File: src/rcs_consts.svh
// Register offsets, field positions, reset values and keys for the regulator register bank.
`ifndef RCS_CONSTS_SVH
`define RCS_CONSTS_SVH
`define RCS_OFS_ILIM 8'hD2
`define RCS_OFS_ADDR 8'hD3
`define RCS_OFS_CFGCODE 8'hD4
`define RCS_OFS_CHKSUM 8'hD5
`define RCS_OFS_PKTCHK 8'hD6
`define RCS_OFS_OTPERR 8'hD8
`define RCS_OFS_UNLOCK 8'hDB
`define RCS_OFS_SUMMING 8'hDC
`define RCS_OFS_ONOFF 8'hDD
`define RCS_OFS_PAGE 8'h00
`define RCS_PAGE_MAIN 8'h00
`define RCS_ILIM_RST 2'h0
`define RCS_ILIM_BAD 2'h3
`define RCS_ADDR_RST 7'h03
`define RCS_UNLOCK_KEY 8'hE1
`define RCS_UNLOCK_RST 8'h00
`define RCS_SUMMING_RST 6'h00
`define RCS_ONOFF_RST 8'h00
`define RCS_MIN_OFF_BASE_NS 15
`define RCS_BIT_AOT_CONT 7
`define RCS_BIT_AOT_SS 6
`define RCS_BIT_SENSE_SCALE 5
`define RCS_BIT_RAMP_SCALE 4
`define RCS_BIT_MIN_OFF 3
`endif

File: src/rcs_pkg.sv
// Types shared by the regulator register bank.
package rcs_pkg;
  typedef enum logic [1:0] {
    RCS_LIM_HALF = 2'h0,
    RCS_LIM_THREE_Q = 2'h1,
    RCS_LIM_FULL = 2'h2
  } rcs_limit_e;
  typedef struct packed {
    logic [7:0] page;
    logic [1:0] ilim;
    logic [6:0] addr;
    logic [7:0] pkt_check;
    logic [7:0] unlock;
    logic [5:0] summing;
    logic [7:0] onoff;
    logic bad_cmd;
    logic [15:0] rdata;
  } rcs_state_s;
endpackage

File: src/rcs_regs.sv
// Configuration and status register bank of the buck regulator digital interface.
//
// Notes on behaviour
// - Decode registers other than the page register only on command page zero.
// - Limit scale codes: 50, 75, 100 percent.
// - Writable seven-bit interface address, used for matching.
// - Configuration code read only; writes ignored.
// - OTP checksum sixteen bits, read only.
// - Capture packet check of latest write.
// - OTP error flags in bits two..zero.
// - Tuning registers accessible only with key E1.
// - Sense gain ratio code, times sense scale.
// - Ramp transconductance ratio code, times ramp scale.
// - Bit zero picks feedback divider one/two.
// - Bit seven set disables continuous adaptive on-time.
// - Bit six set disables soft-start adaptive on-time.
// - Bit five doubles sense gain multiplier.
// - Bit four doubles ramp multiplier.
// - Bit three lengthens 15ns minimum off time.
// - On-time ratio code field bits two..zero.
//
// Local design decision: strobed register access.
`timescale 1ns/100ps
`include "rcs_consts.svh"
module rcs_regs
  import rcs_pkg::*;
(
  // Clock and reset.
  input wire logic sys_clk,
  input wire logic resetn,
  // Register port.
  input wire logic [7:0] reg_addr,
  input wire logic [15:0] reg_wdata,
  input wire logic reg_wr,
  input wire logic reg_rd,
  output logic [15:0] reg_rdata,
  // Interface frame facts from the link engine.
  input wire logic [6:0] frame_addr,
  input wire logic wr_done,
  input wire logic [7:0] wr_pec,
  output logic addr_match,
  // Read-only sources from the OTP loader.
  input wire logic [7:0] configuration_code,
  input wire logic [15:0] otp_checksum,
  input wire logic boot_load_checksum_error,
  input wire logic boot_load_indicator_error,
  input wire logic otp_store_error,
  // Settings for the analog loop.
  output logic [1:0] current_limit_scaling,
  output logic [2:0] sense_gain_ratio,
  output logic [1:0] ramp_transconductance_ratio,
  output logic feedback_transconductance_divider,
  output logic adaptive_on_time_disable_continuous,
  output logic adaptive_on_time_disable_soft_start,
  output logic sense_gain_multiplier,
  output logic ramp_transconductance_multiplier,
  output logic min_off_extend,
  output logic [2:0] min_on_ratio,
  output logic tuning_unlocked,
  output logic invalid_command
);

  ////////////////////////////////////////////////////////////////////////////

  rcs_state_s s_q;
  rcs_state_s s_d;

  // Decoding shared by read and write paths.
  function automatic logic on_page(input logic [7:0] pg, input logic [7:0] a, input logic [7:0] o);
    on_page = (pg == `RCS_PAGE_MAIN) && (a == o);
  endfunction

  logic unlocked;
  assign unlocked = (s_q.unlock == `RCS_UNLOCK_KEY);

  // Next-state logic: writes, captures and read data in one place.
  always_comb begin
    s_d = s_q;
    s_d.bad_cmd = 1'b0;
    s_d.rdata = 16'h0000;
    // The packet check of a finished write is captured even during a bus write.
    if (wr_done) begin
      s_d.pkt_check = wr_pec;
    end
    if (reg_wr) begin
      if (reg_addr == `RCS_OFS_PAGE) begin
        s_d.page = reg_wdata[7:0];
      end else if (on_page(s_q.page, reg_addr, `RCS_OFS_ILIM)) begin
        // An unused code would leave the limit undefined, so it is refused.
        if (reg_wdata[1:0] == `RCS_ILIM_BAD) begin
          s_d.bad_cmd = 1'b1;
        end else begin
          s_d.ilim = reg_wdata[1:0];
        end
      end else if (on_page(s_q.page, reg_addr, `RCS_OFS_ADDR)) begin
        s_d.addr = reg_wdata[6:0];
      end else if (on_page(s_q.page, reg_addr, `RCS_OFS_UNLOCK)) begin
        s_d.unlock = reg_wdata[7:0];
      end else if (on_page(s_q.page, reg_addr, `RCS_OFS_SUMMING) && unlocked) begin
        s_d.summing = reg_wdata[5:0];
      end else if (on_page(s_q.page, reg_addr, `RCS_OFS_ONOFF) && unlocked) begin
        s_d.onoff = reg_wdata[7:0];
      end
    end
    if (reg_rd) begin
      if (reg_addr == `RCS_OFS_PAGE) begin
        s_d.rdata = {8'h00, s_q.page};
      end else if (on_page(s_q.page, reg_addr, `RCS_OFS_ILIM)) begin
        s_d.rdata = {14'h0000, s_q.ilim};
      end else if (on_page(s_q.page, reg_addr, `RCS_OFS_ADDR)) begin
        s_d.rdata = {9'h000, s_q.addr};
      end else if (on_page(s_q.page, reg_addr, `RCS_OFS_CFGCODE)) begin
        s_d.rdata = {8'h00, configuration_code};
      end else if (on_page(s_q.page, reg_addr, `RCS_OFS_CHKSUM)) begin
        s_d.rdata = otp_checksum;
      end else if (on_page(s_q.page, reg_addr, `RCS_OFS_PKTCHK)) begin
        s_d.rdata = {8'h00, s_q.pkt_check};
      end else if (on_page(s_q.page, reg_addr, `RCS_OFS_OTPERR)) begin
        s_d.rdata = {13'h0000, boot_load_checksum_error, boot_load_indicator_error,
                     otp_store_error};
      end else if (on_page(s_q.page, reg_addr, `RCS_OFS_UNLOCK)) begin
        s_d.rdata = {8'h00, s_q.unlock};
      end else if (on_page(s_q.page, reg_addr, `RCS_OFS_SUMMING) && unlocked) begin
        s_d.rdata = {10'h000, s_q.summing};
      end else if (on_page(s_q.page, reg_addr, `RCS_OFS_ONOFF) && unlocked) begin
        s_d.rdata = {8'h00, s_q.onoff};
      end
    end
  end

  // State register.
  always_ff @(posedge sys_clk or negedge resetn) begin
    if (!resetn) begin
      s_q.page <= `RCS_PAGE_MAIN;
      s_q.ilim <= `RCS_ILIM_RST;
      s_q.addr <= `RCS_ADDR_RST;
      s_q.pkt_check <= 8'h00;
      s_q.unlock <= `RCS_UNLOCK_RST;
      s_q.summing <= `RCS_SUMMING_RST;
      s_q.onoff <= `RCS_ONOFF_RST;
      s_q.bad_cmd <= 1'b0;
      s_q.rdata <= 16'h0000;
    end else begin
      s_q <= s_d;
    end
  end

  ////////////////////////////////////////////////////////////////////////////

  // Outputs straight from the state; the loop sees a setting the cycle after a write.
  assign reg_rdata = s_q.rdata;
  assign addr_match = (frame_addr == s_q.addr);
  assign current_limit_scaling = s_q.ilim;
  assign sense_gain_ratio = s_q.summing[5:3];
  assign ramp_transconductance_ratio = s_q.summing[2:1];
  assign feedback_transconductance_divider = s_q.summing[0];
  assign adaptive_on_time_disable_continuous = s_q.onoff[`RCS_BIT_AOT_CONT];
  assign adaptive_on_time_disable_soft_start = s_q.onoff[`RCS_BIT_AOT_SS];
  assign sense_gain_multiplier = s_q.onoff[`RCS_BIT_SENSE_SCALE];
  assign ramp_transconductance_multiplier = s_q.onoff[`RCS_BIT_RAMP_SCALE];
  assign min_off_extend = s_q.onoff[`RCS_BIT_MIN_OFF];
  assign min_on_ratio = s_q.onoff[2:0];
  assign tuning_unlocked = unlocked;
  assign invalid_command = s_q.bad_cmd;

  ////////////////////////////////////////////////////////////////////////////

  // Checks on the bank.
  AST_ILIM_NEVER_BAD: assert property (@(posedge sys_clk) disable iff (!resetn)
    s_q.ilim != `RCS_ILIM_BAD) else $error("limit scale holds invalid code");
  AST_BAD_KEEPS: assert property (@(posedge sys_clk) disable iff (!resetn)
    reg_wr && on_page(s_q.page, reg_addr, `RCS_OFS_ILIM) && reg_wdata[1:0] == `RCS_ILIM_BAD
    |=> invalid_command && $stable(current_limit_scaling))
    else $error("invalid limit write not rejected");
  AST_LOCKED_TUNE: assert property (@(posedge sys_clk) disable iff (!resetn)
    reg_wr && !unlocked && reg_addr == `RCS_OFS_ONOFF |=> $stable(s_q.onoff))
    else $error("locked tuning register changed");
  AST_LOCKED_READ: assert property (@(posedge sys_clk) disable iff (!resetn)
    reg_rd && !unlocked && reg_addr == `RCS_OFS_SUMMING |=> reg_rdata == 16'h0000)
    else $error("locked tuning register readable");
  AST_PAGE_GATE: assert property (@(posedge sys_clk) disable iff (!resetn)
    reg_wr && s_q.page != `RCS_PAGE_MAIN && reg_addr == `RCS_OFS_ADDR |=> $stable(s_q.addr))
    else $error("write decoded off page zero");
  AST_PEC_CAPTURE: assert property (@(posedge sys_clk) disable iff (!resetn)
    wr_done |=> s_q.pkt_check == $past(wr_pec)) else $error("packet check not captured");
  AST_CHKSUM_READ: assert property (@(posedge sys_clk) disable iff (!resetn)
    reg_rd && on_page(s_q.page, reg_addr, `RCS_OFS_CHKSUM) |=> reg_rdata == $past(otp_checksum))
    else $error("checksum read mismatch");
  AST_OTPERR_READ: assert property (@(posedge sys_clk) disable iff (!resetn)
    reg_rd && on_page(s_q.page, reg_addr, `RCS_OFS_OTPERR)
    |=> reg_rdata[15:3] == 13'h0000 && reg_rdata[2] == $past(boot_load_checksum_error))
    else $error("otp flags read wrong");
  AST_ADDR_RESERVED: assert property (@(posedge sys_clk) disable iff (!resetn)
    reg_rd && on_page(s_q.page, reg_addr, `RCS_OFS_ADDR) |=> reg_rdata[15:7] == 9'h000)
    else $error("reserved address bit not zero");
  AST_ADDR_MATCH: assert property (@(posedge sys_clk) disable iff (!resetn)
    reg_wr && on_page(s_q.page, reg_addr, `RCS_OFS_ADDR) ##1 frame_addr == $past(reg_wdata[6:0])
    |-> addr_match) else $error("address write not matched");
  AST_CFG_RO: assert property (@(posedge sys_clk) disable iff (!resetn)
    reg_rd && on_page(s_q.page, reg_addr, `RCS_OFS_CFGCODE)
    |=> reg_rdata == {8'h00, $past(configuration_code)}) else $error("config code wrong");
  // Reads off page zero must never expose the bank, even for a valid command code.
  AST_PAGE_READ: assert property (@(posedge sys_clk) disable iff (!resetn)
    reg_rd && s_q.page != `RCS_PAGE_MAIN && reg_addr == `RCS_OFS_ILIM |=> reg_rdata == 16'h0000)
    else $error("read decoded off page zero");
  // Read data stand for one cycle only; an idle bus reads as zero.
  AST_RDATA_IDLE: assert property (@(posedge sys_clk) disable iff (!resetn)
    !reg_rd |=> reg_rdata == 16'h0000)
    else $error("read data left standing");
  AST_LOCKED_READ_ONOFF: assert property (@(posedge sys_clk) disable iff (!resetn)
    reg_rd && !unlocked && reg_addr == `RCS_OFS_ONOFF |=> reg_rdata == 16'h0000)
    else $error("locked on-time register readable");
  AST_SCALE_BITS: assert property (@(posedge sys_clk) disable iff (!resetn)
    sense_gain_multiplier == s_q.onoff[5] && min_off_extend == s_q.onoff[3])
    else $error("tuning bit mapping wrong");
  COV_UNLOCK: cover property (@(posedge sys_clk) disable iff (!resetn) $rose(unlocked));
  COV_BAD: cover property (@(posedge sys_clk) disable iff (!resetn) invalid_command);
  COV_TUNE_WR: cover property (@(posedge sys_clk) disable iff (!resetn)
    reg_wr && unlocked && reg_addr == `RCS_OFS_SUMMING);
  COV_PAGE_OFF: cover property (@(posedge sys_clk) disable iff (!resetn)
    reg_rd && s_q.page != `RCS_PAGE_MAIN);

endmodule

File: config.mk
export PLATFORM = sky130hd
export DESIGN_NAME = rcs_regs
export DESIGN_NICKNAME = d
export VERILOG_FILES = /design/src/rcs_pkg.sv /design/src/rcs_regs.sv
export VERILOG_INCLUDE_DIRS = /design/src
export SDC_FILE = /design/constraint.sdc
export NUM_CORES = 1
export LEC_CHECK = 0
export ABC_AREA = 1
export BUFFER_PORTS_ARGS = -buffer_cell sky130_fd_sc_hd__buf_2
export CELL_PAD_IN_SITES_DETAIL_PLACEMENT = 0
export CELL_PAD_IN_SITES_GLOBAL_PLACEMENT = 1
export CORE_ASPECT_RATIO = 1.4
export CORE_MARGIN = 5
export CORE_UTILIZATION = 34
export DETAILED_ROUTE_END_ITERATION = 10
export PLACE_DENSITY_LB_ADDON = 0.1
export SLEW_MARGIN = 5
export SYNTH_ARGS = -nofsm -noshare
export SYNTH_HDL_FRONTEND = slang
export SYNTH_SLANG_ARGS = --single-unit
File: constraint.sdc
create_clock -name sys_clk -period 1.7 [get_ports sys_clk]
set_clock_uncertainty 0.1 [all_clocks]
set_input_delay 0.34 -clock sys_clk [delete_from_list [all_inputs] [get_ports sys_clk]]
set_output_delay 0.34 -clock sys_clk [all_outputs]
set_load 0.005 [all_outputs]
[Word-level counts from Yosys, hierarchy flattened]
Cells that the tools add are included.
Storage, ports and cells
  input port bits: 71
  register bits: 64
  logic and storage cells: 61
  output and inout port bits: 35
Operators by class
  reduce and logical (&&, ||, !) cells: 19
  bitwise operators: 6
  mux-type cells: 15
  eq/ne operators: 12
Operators with widths (count)
  $mux W16: 6
  $eq A8 B8 Y1 const B: 10
  $mux W8: 5
  $logic_not A8 Y1: 2
  $logic_and A1 B1 Y1: 11
  $reduce_and A4 Y1: 2
  $eq A7 B7 Y1: 1
  $reduce_and A7 Y1: 1
  $not A1 Y1: 6
  $reduce_and A6 Y1: 1
  $reduce_and A5 Y1: 1
  $mux W1: 4
  $eq A2 B2 Y1 const B: 1
  $reduce_and A2 Y1: 1

[Depth between registers and ports, before layout]
  word-level depth: 14
  mapped depth: 15

[Worst setup path after synthesis]
OpenSTA, ideal clock, no wires.
  path kind: register -> register
  from: register s_q[57] in the netlist's numbering
  to: register s_q (netlist bit reg_rdata[1])
  path slack: 0.005 ns
  stages on the path, launching flop included: 13
  buffers on the path: 1
  data arrival time: 1.469 ns
  library setup time: 0.126 ns
  period minus slack after synthesis: 1.695 ns
  path through: dfrtp_1 > nor2_2 > nand2_1 > nor2_2 > buf_6 > nand4_1 > or2_0 > nand2_1 > nand2_1 > nand2_1 > nand2_1 > nand2_1 > a21oi_2
RTL lines
  start: declaration: line rcs_regs.sv:65  | rcs_state_s s_q;

==> results.cfg <==
[pwr]
ir_drop_mv = 0.500
power_uw = 4510
power.density_nw_per_um2 = 798
leakage_uw = 0.00286

[grt]
grt-ovfl-total = 0
grtUsageTotal_pct = 17.8
grt_pass1_vias = 3470
grt_max_degree = 65
antenna_found_initial = 0
grt_pass1_wl_mm = 18.4

[routing]
ant_nets = 0
drt_wl_total_mm = 11.8
viasPerCell = 4.62
avgRoutedWirePerCell_um = 15.6
first_pass_iters = 4
drtIter0Drc = 87
dr_total_vias = 3500
drc_errors = 0

[logic_synthesis]
seq_area_frac_synth_pct = 42.9
synth_enable_flop_cells = 0
synth_fa_ha_area_share_pct = 0
synth_most_common_cell = nand2_1
synthMuxAreaShare_pct = 1.51
synth.net_count = 529
yosys_warnings = 0
synth_commonest_cells = 118 x nand2_1, 62 x dfrtp_1, 42 x nor2_1
ys.flop_type = dfrtp_1
synthDominantCellAreaShare_pct = 41.5
synthesis.area_um2 = 3740
yosys_register_bits = 64
avgSynthCellArea_um2 = 8.17
yosys-top-cells-area = dfrtp_1 41%, nand2_1 12%, buf_4 5.2%
synth-simple-area-share_pct = 30.6
yosysUniqueCellTypes = 41
synth_xor_area_share_pct = 1.64
synth_top_area_cell = dfrtp_1
synth_top_family_by_area = simple AND/OR/NAND/NOR gates
synth_cells = 458
async_reset_ff_share_pct = 100
synth_compound_area_share_pct = 11.0

[setup_path]
cp-start-kind = flop
crit_arrival_ns = 2.15
cp_cell_sequence = nor2_2 -> buf_4 -> nand4_1 -> buf_4 -> nor3_2 -> buf_4 -> a21oi_2 -> nand3_2 -> nand2_2 -> nand2_1 -> nand2_1 -> a21oi_2
critPathTopFamily = simple AND/OR/NAND/NOR gates
crit_top_cell = buf_4
crit_path_end_kind = flop
cp_slowest_cell = dfrtp_1
required_ns = 1.86
cp.depth = 12
max_stage_delay_ns = 0.39
worst-path-buf-inv = 3
worst-setup-path-type = reg2reg
r2r_cells = 12
cp_max_fo = 5

[cts]
clockBufferDepth = 2
clock_latency_ns = 0.33
cts_buffers = 9
ctsRootBufferMaster = clkbuf_16
clock_sinks = 64
path_clk_slew_ns = 0.06
cts_tree = built
htree_levels = 3

[die]
die_h_um = 134
io_pins = 106
start_util_pct = 34.6
dieArea_um2 = 13200
die_x_um = 98.7
num_rows = 45
design.core.area_um2 = 10800

[sta]
hold_viol = 0
min_period_ns = 1.99
drv_slew = 0
fmax_ghz = 0.504
setup_violations = 49
finalCritPeriodShare_pct = 117
tightest_slew_ns = 0.416
maxSlewHeadroom_pct = 72.2
setup_slack_ns = -0.286
rsz0062_at_grt = yes

[placement]
pre_cts_slack_ns = -0.289
io_buffers = 97
gp_congestion = 0.812
hpwl_mm = 8.80

[final_layout]
multi_input_area_um2 = 2080
nNetsFinal = 683
antenna_cells = 0
ff_latch_area_um2 = 1600
final.fill_count = 1093
drive_gt1_share_pct = 54.8
synthToLayoutAreaGrowth_pct = 51.0

[worst_hold_path]
holdCritPathClass = in2reg
holdPathStages = 3

[run_status]
violations = setup timing
status = finished, violations left

[run]
drv_cap = 0
## kinds of logic after synthesis
kind of cell,after synthesis
AOI/OAI and AO/OA,67
and+or+nand+nor,233
buffers and inverters,82
DFF,64
muxes,5
xor gates and xnor gates,7
## flip-flops by register name, indices dropped and copies added, names as in the netlist, 2 cells and up
| register | cells |
|---|---|
| current_limit_scaling | 2 |
| min_on_ratio | 3 |
| ramp_transconductance_ratio | 2 |
| reg_rdata | 16 |
| s_q | 31 |
| sense_gain_ratio | 3 |
## worst min-delay path: stages
cell and delay [ns]:
buf_2 0.07, nand2_1 0.04, o21ai_0 0.07
## power by group
group / internal, µW / switching (µW) / total (µW)
registers: 1570 / 35.5 / 1610
clock network: 1480 / 728 / 2210
logic: 346 / 343 / 689
## layout by cell type (no fill, tap or decap), types with 3 or more instances in the layout
cell	instances
a21oi_1	4
a21oi_2	10
buf_12	8
buf_2	96
buf_4	58
buf_6	9
buf_8	4
bufinv_16	3
clkbuf_16	9
dfrtp_1	62
inv_1	29
inv_2	13
mux2_2	5
nand2_1	76
nand2_2	40
nand2_4	7
nand2_8	4
nand3_1	12
nand3_2	7
nand3_4	3
nand4_1	11
nand4_4	4
nor2_1	38
nor2_2	8
nor2_4	5
nor3_1	3
nor3b_2	8
o21ai_0	6
o21ai_1	22
o21ai_2	20
xnor2_1	3
xor2_1	3
## per-stage QoR
stage | area [µm²] | utilization [%] | setup TNS (ns) | hold WS [ns] | instances
after floorplan | 3740 | - | 0 | -0.0556 | 458
after global placement | 4710 | 43.5 | -7.41 | 0.283 | 728
after detailed placement | 4710 | 43.5 | -7.79 | 0.285 | 728
after CTS | 5350 | 49.5 | -6.02 | 0.112 | 753
after global routing | 5650 | 52.2 | -13.25 | 0.141 | 758
final | 5650 | 52.2 | -8.45 | 0.127 | 758
## path summary, 6_finish.rpt
check	startpoint	endpoint	slack, ns
worst max-delay path	s_q[58]$_DFFE_PN0P_	reg_rdata[4]$_DFF_PN0_	-0.29
worst min-delay path	wr_pec[6]	s_q[45]$_DFFE_PN0P_	0.13
worst max register to register	s_q[58]$_DFFE_PN0P_	reg_rdata[4]$_DFF_PN0_	-0.29
worst min register to register	s_q[35]$_DFFE_PN0P_	s_q[35]$_DFFE_PN0P_	0.40
max in group asynchronous	resetn	s_q[48]$_DFFE_PN1P_	0.72
min in group asynchronous	resetn	s_q[39]$_DFFE_PN0P_	0.43
## final cells by class
type	instances	share of cell area (%)
Inverter	45	3.17
Multi-Input combinational cell	315	36.9
Sequential cell	64	28.4
Timing Repair inverter	1	0.0886
Clock buffer	10	4.23
Tap cell	141	3.12
Clock inverter	6	2.04
Timing Repair Buffer	176	22.1
## what timing repair did
item | CTS | global route
gates cloned | 4 | 2
endpoints found under the hold margin | 62 | 0
buffers inserted | 4 | 4
gates resized for setup | 46 | 74
hold buffers | 1 | 0
endpoints found under the setup margin | 49 | 50
pin swaps | 12 | 21
## layer usage
metal | vias up | global-route usage, % | wire [µm]
li1 | 1773 | - | -
met1 | 1637 | 22.5 | 5010
met2 | 79 | 30.4 | 6020
met3 | 11 | 3.75 | 565
met4 | 0 | 5.47 | 199
met5 | - | 0 | 0
Power figures use the tool's default switching activity.
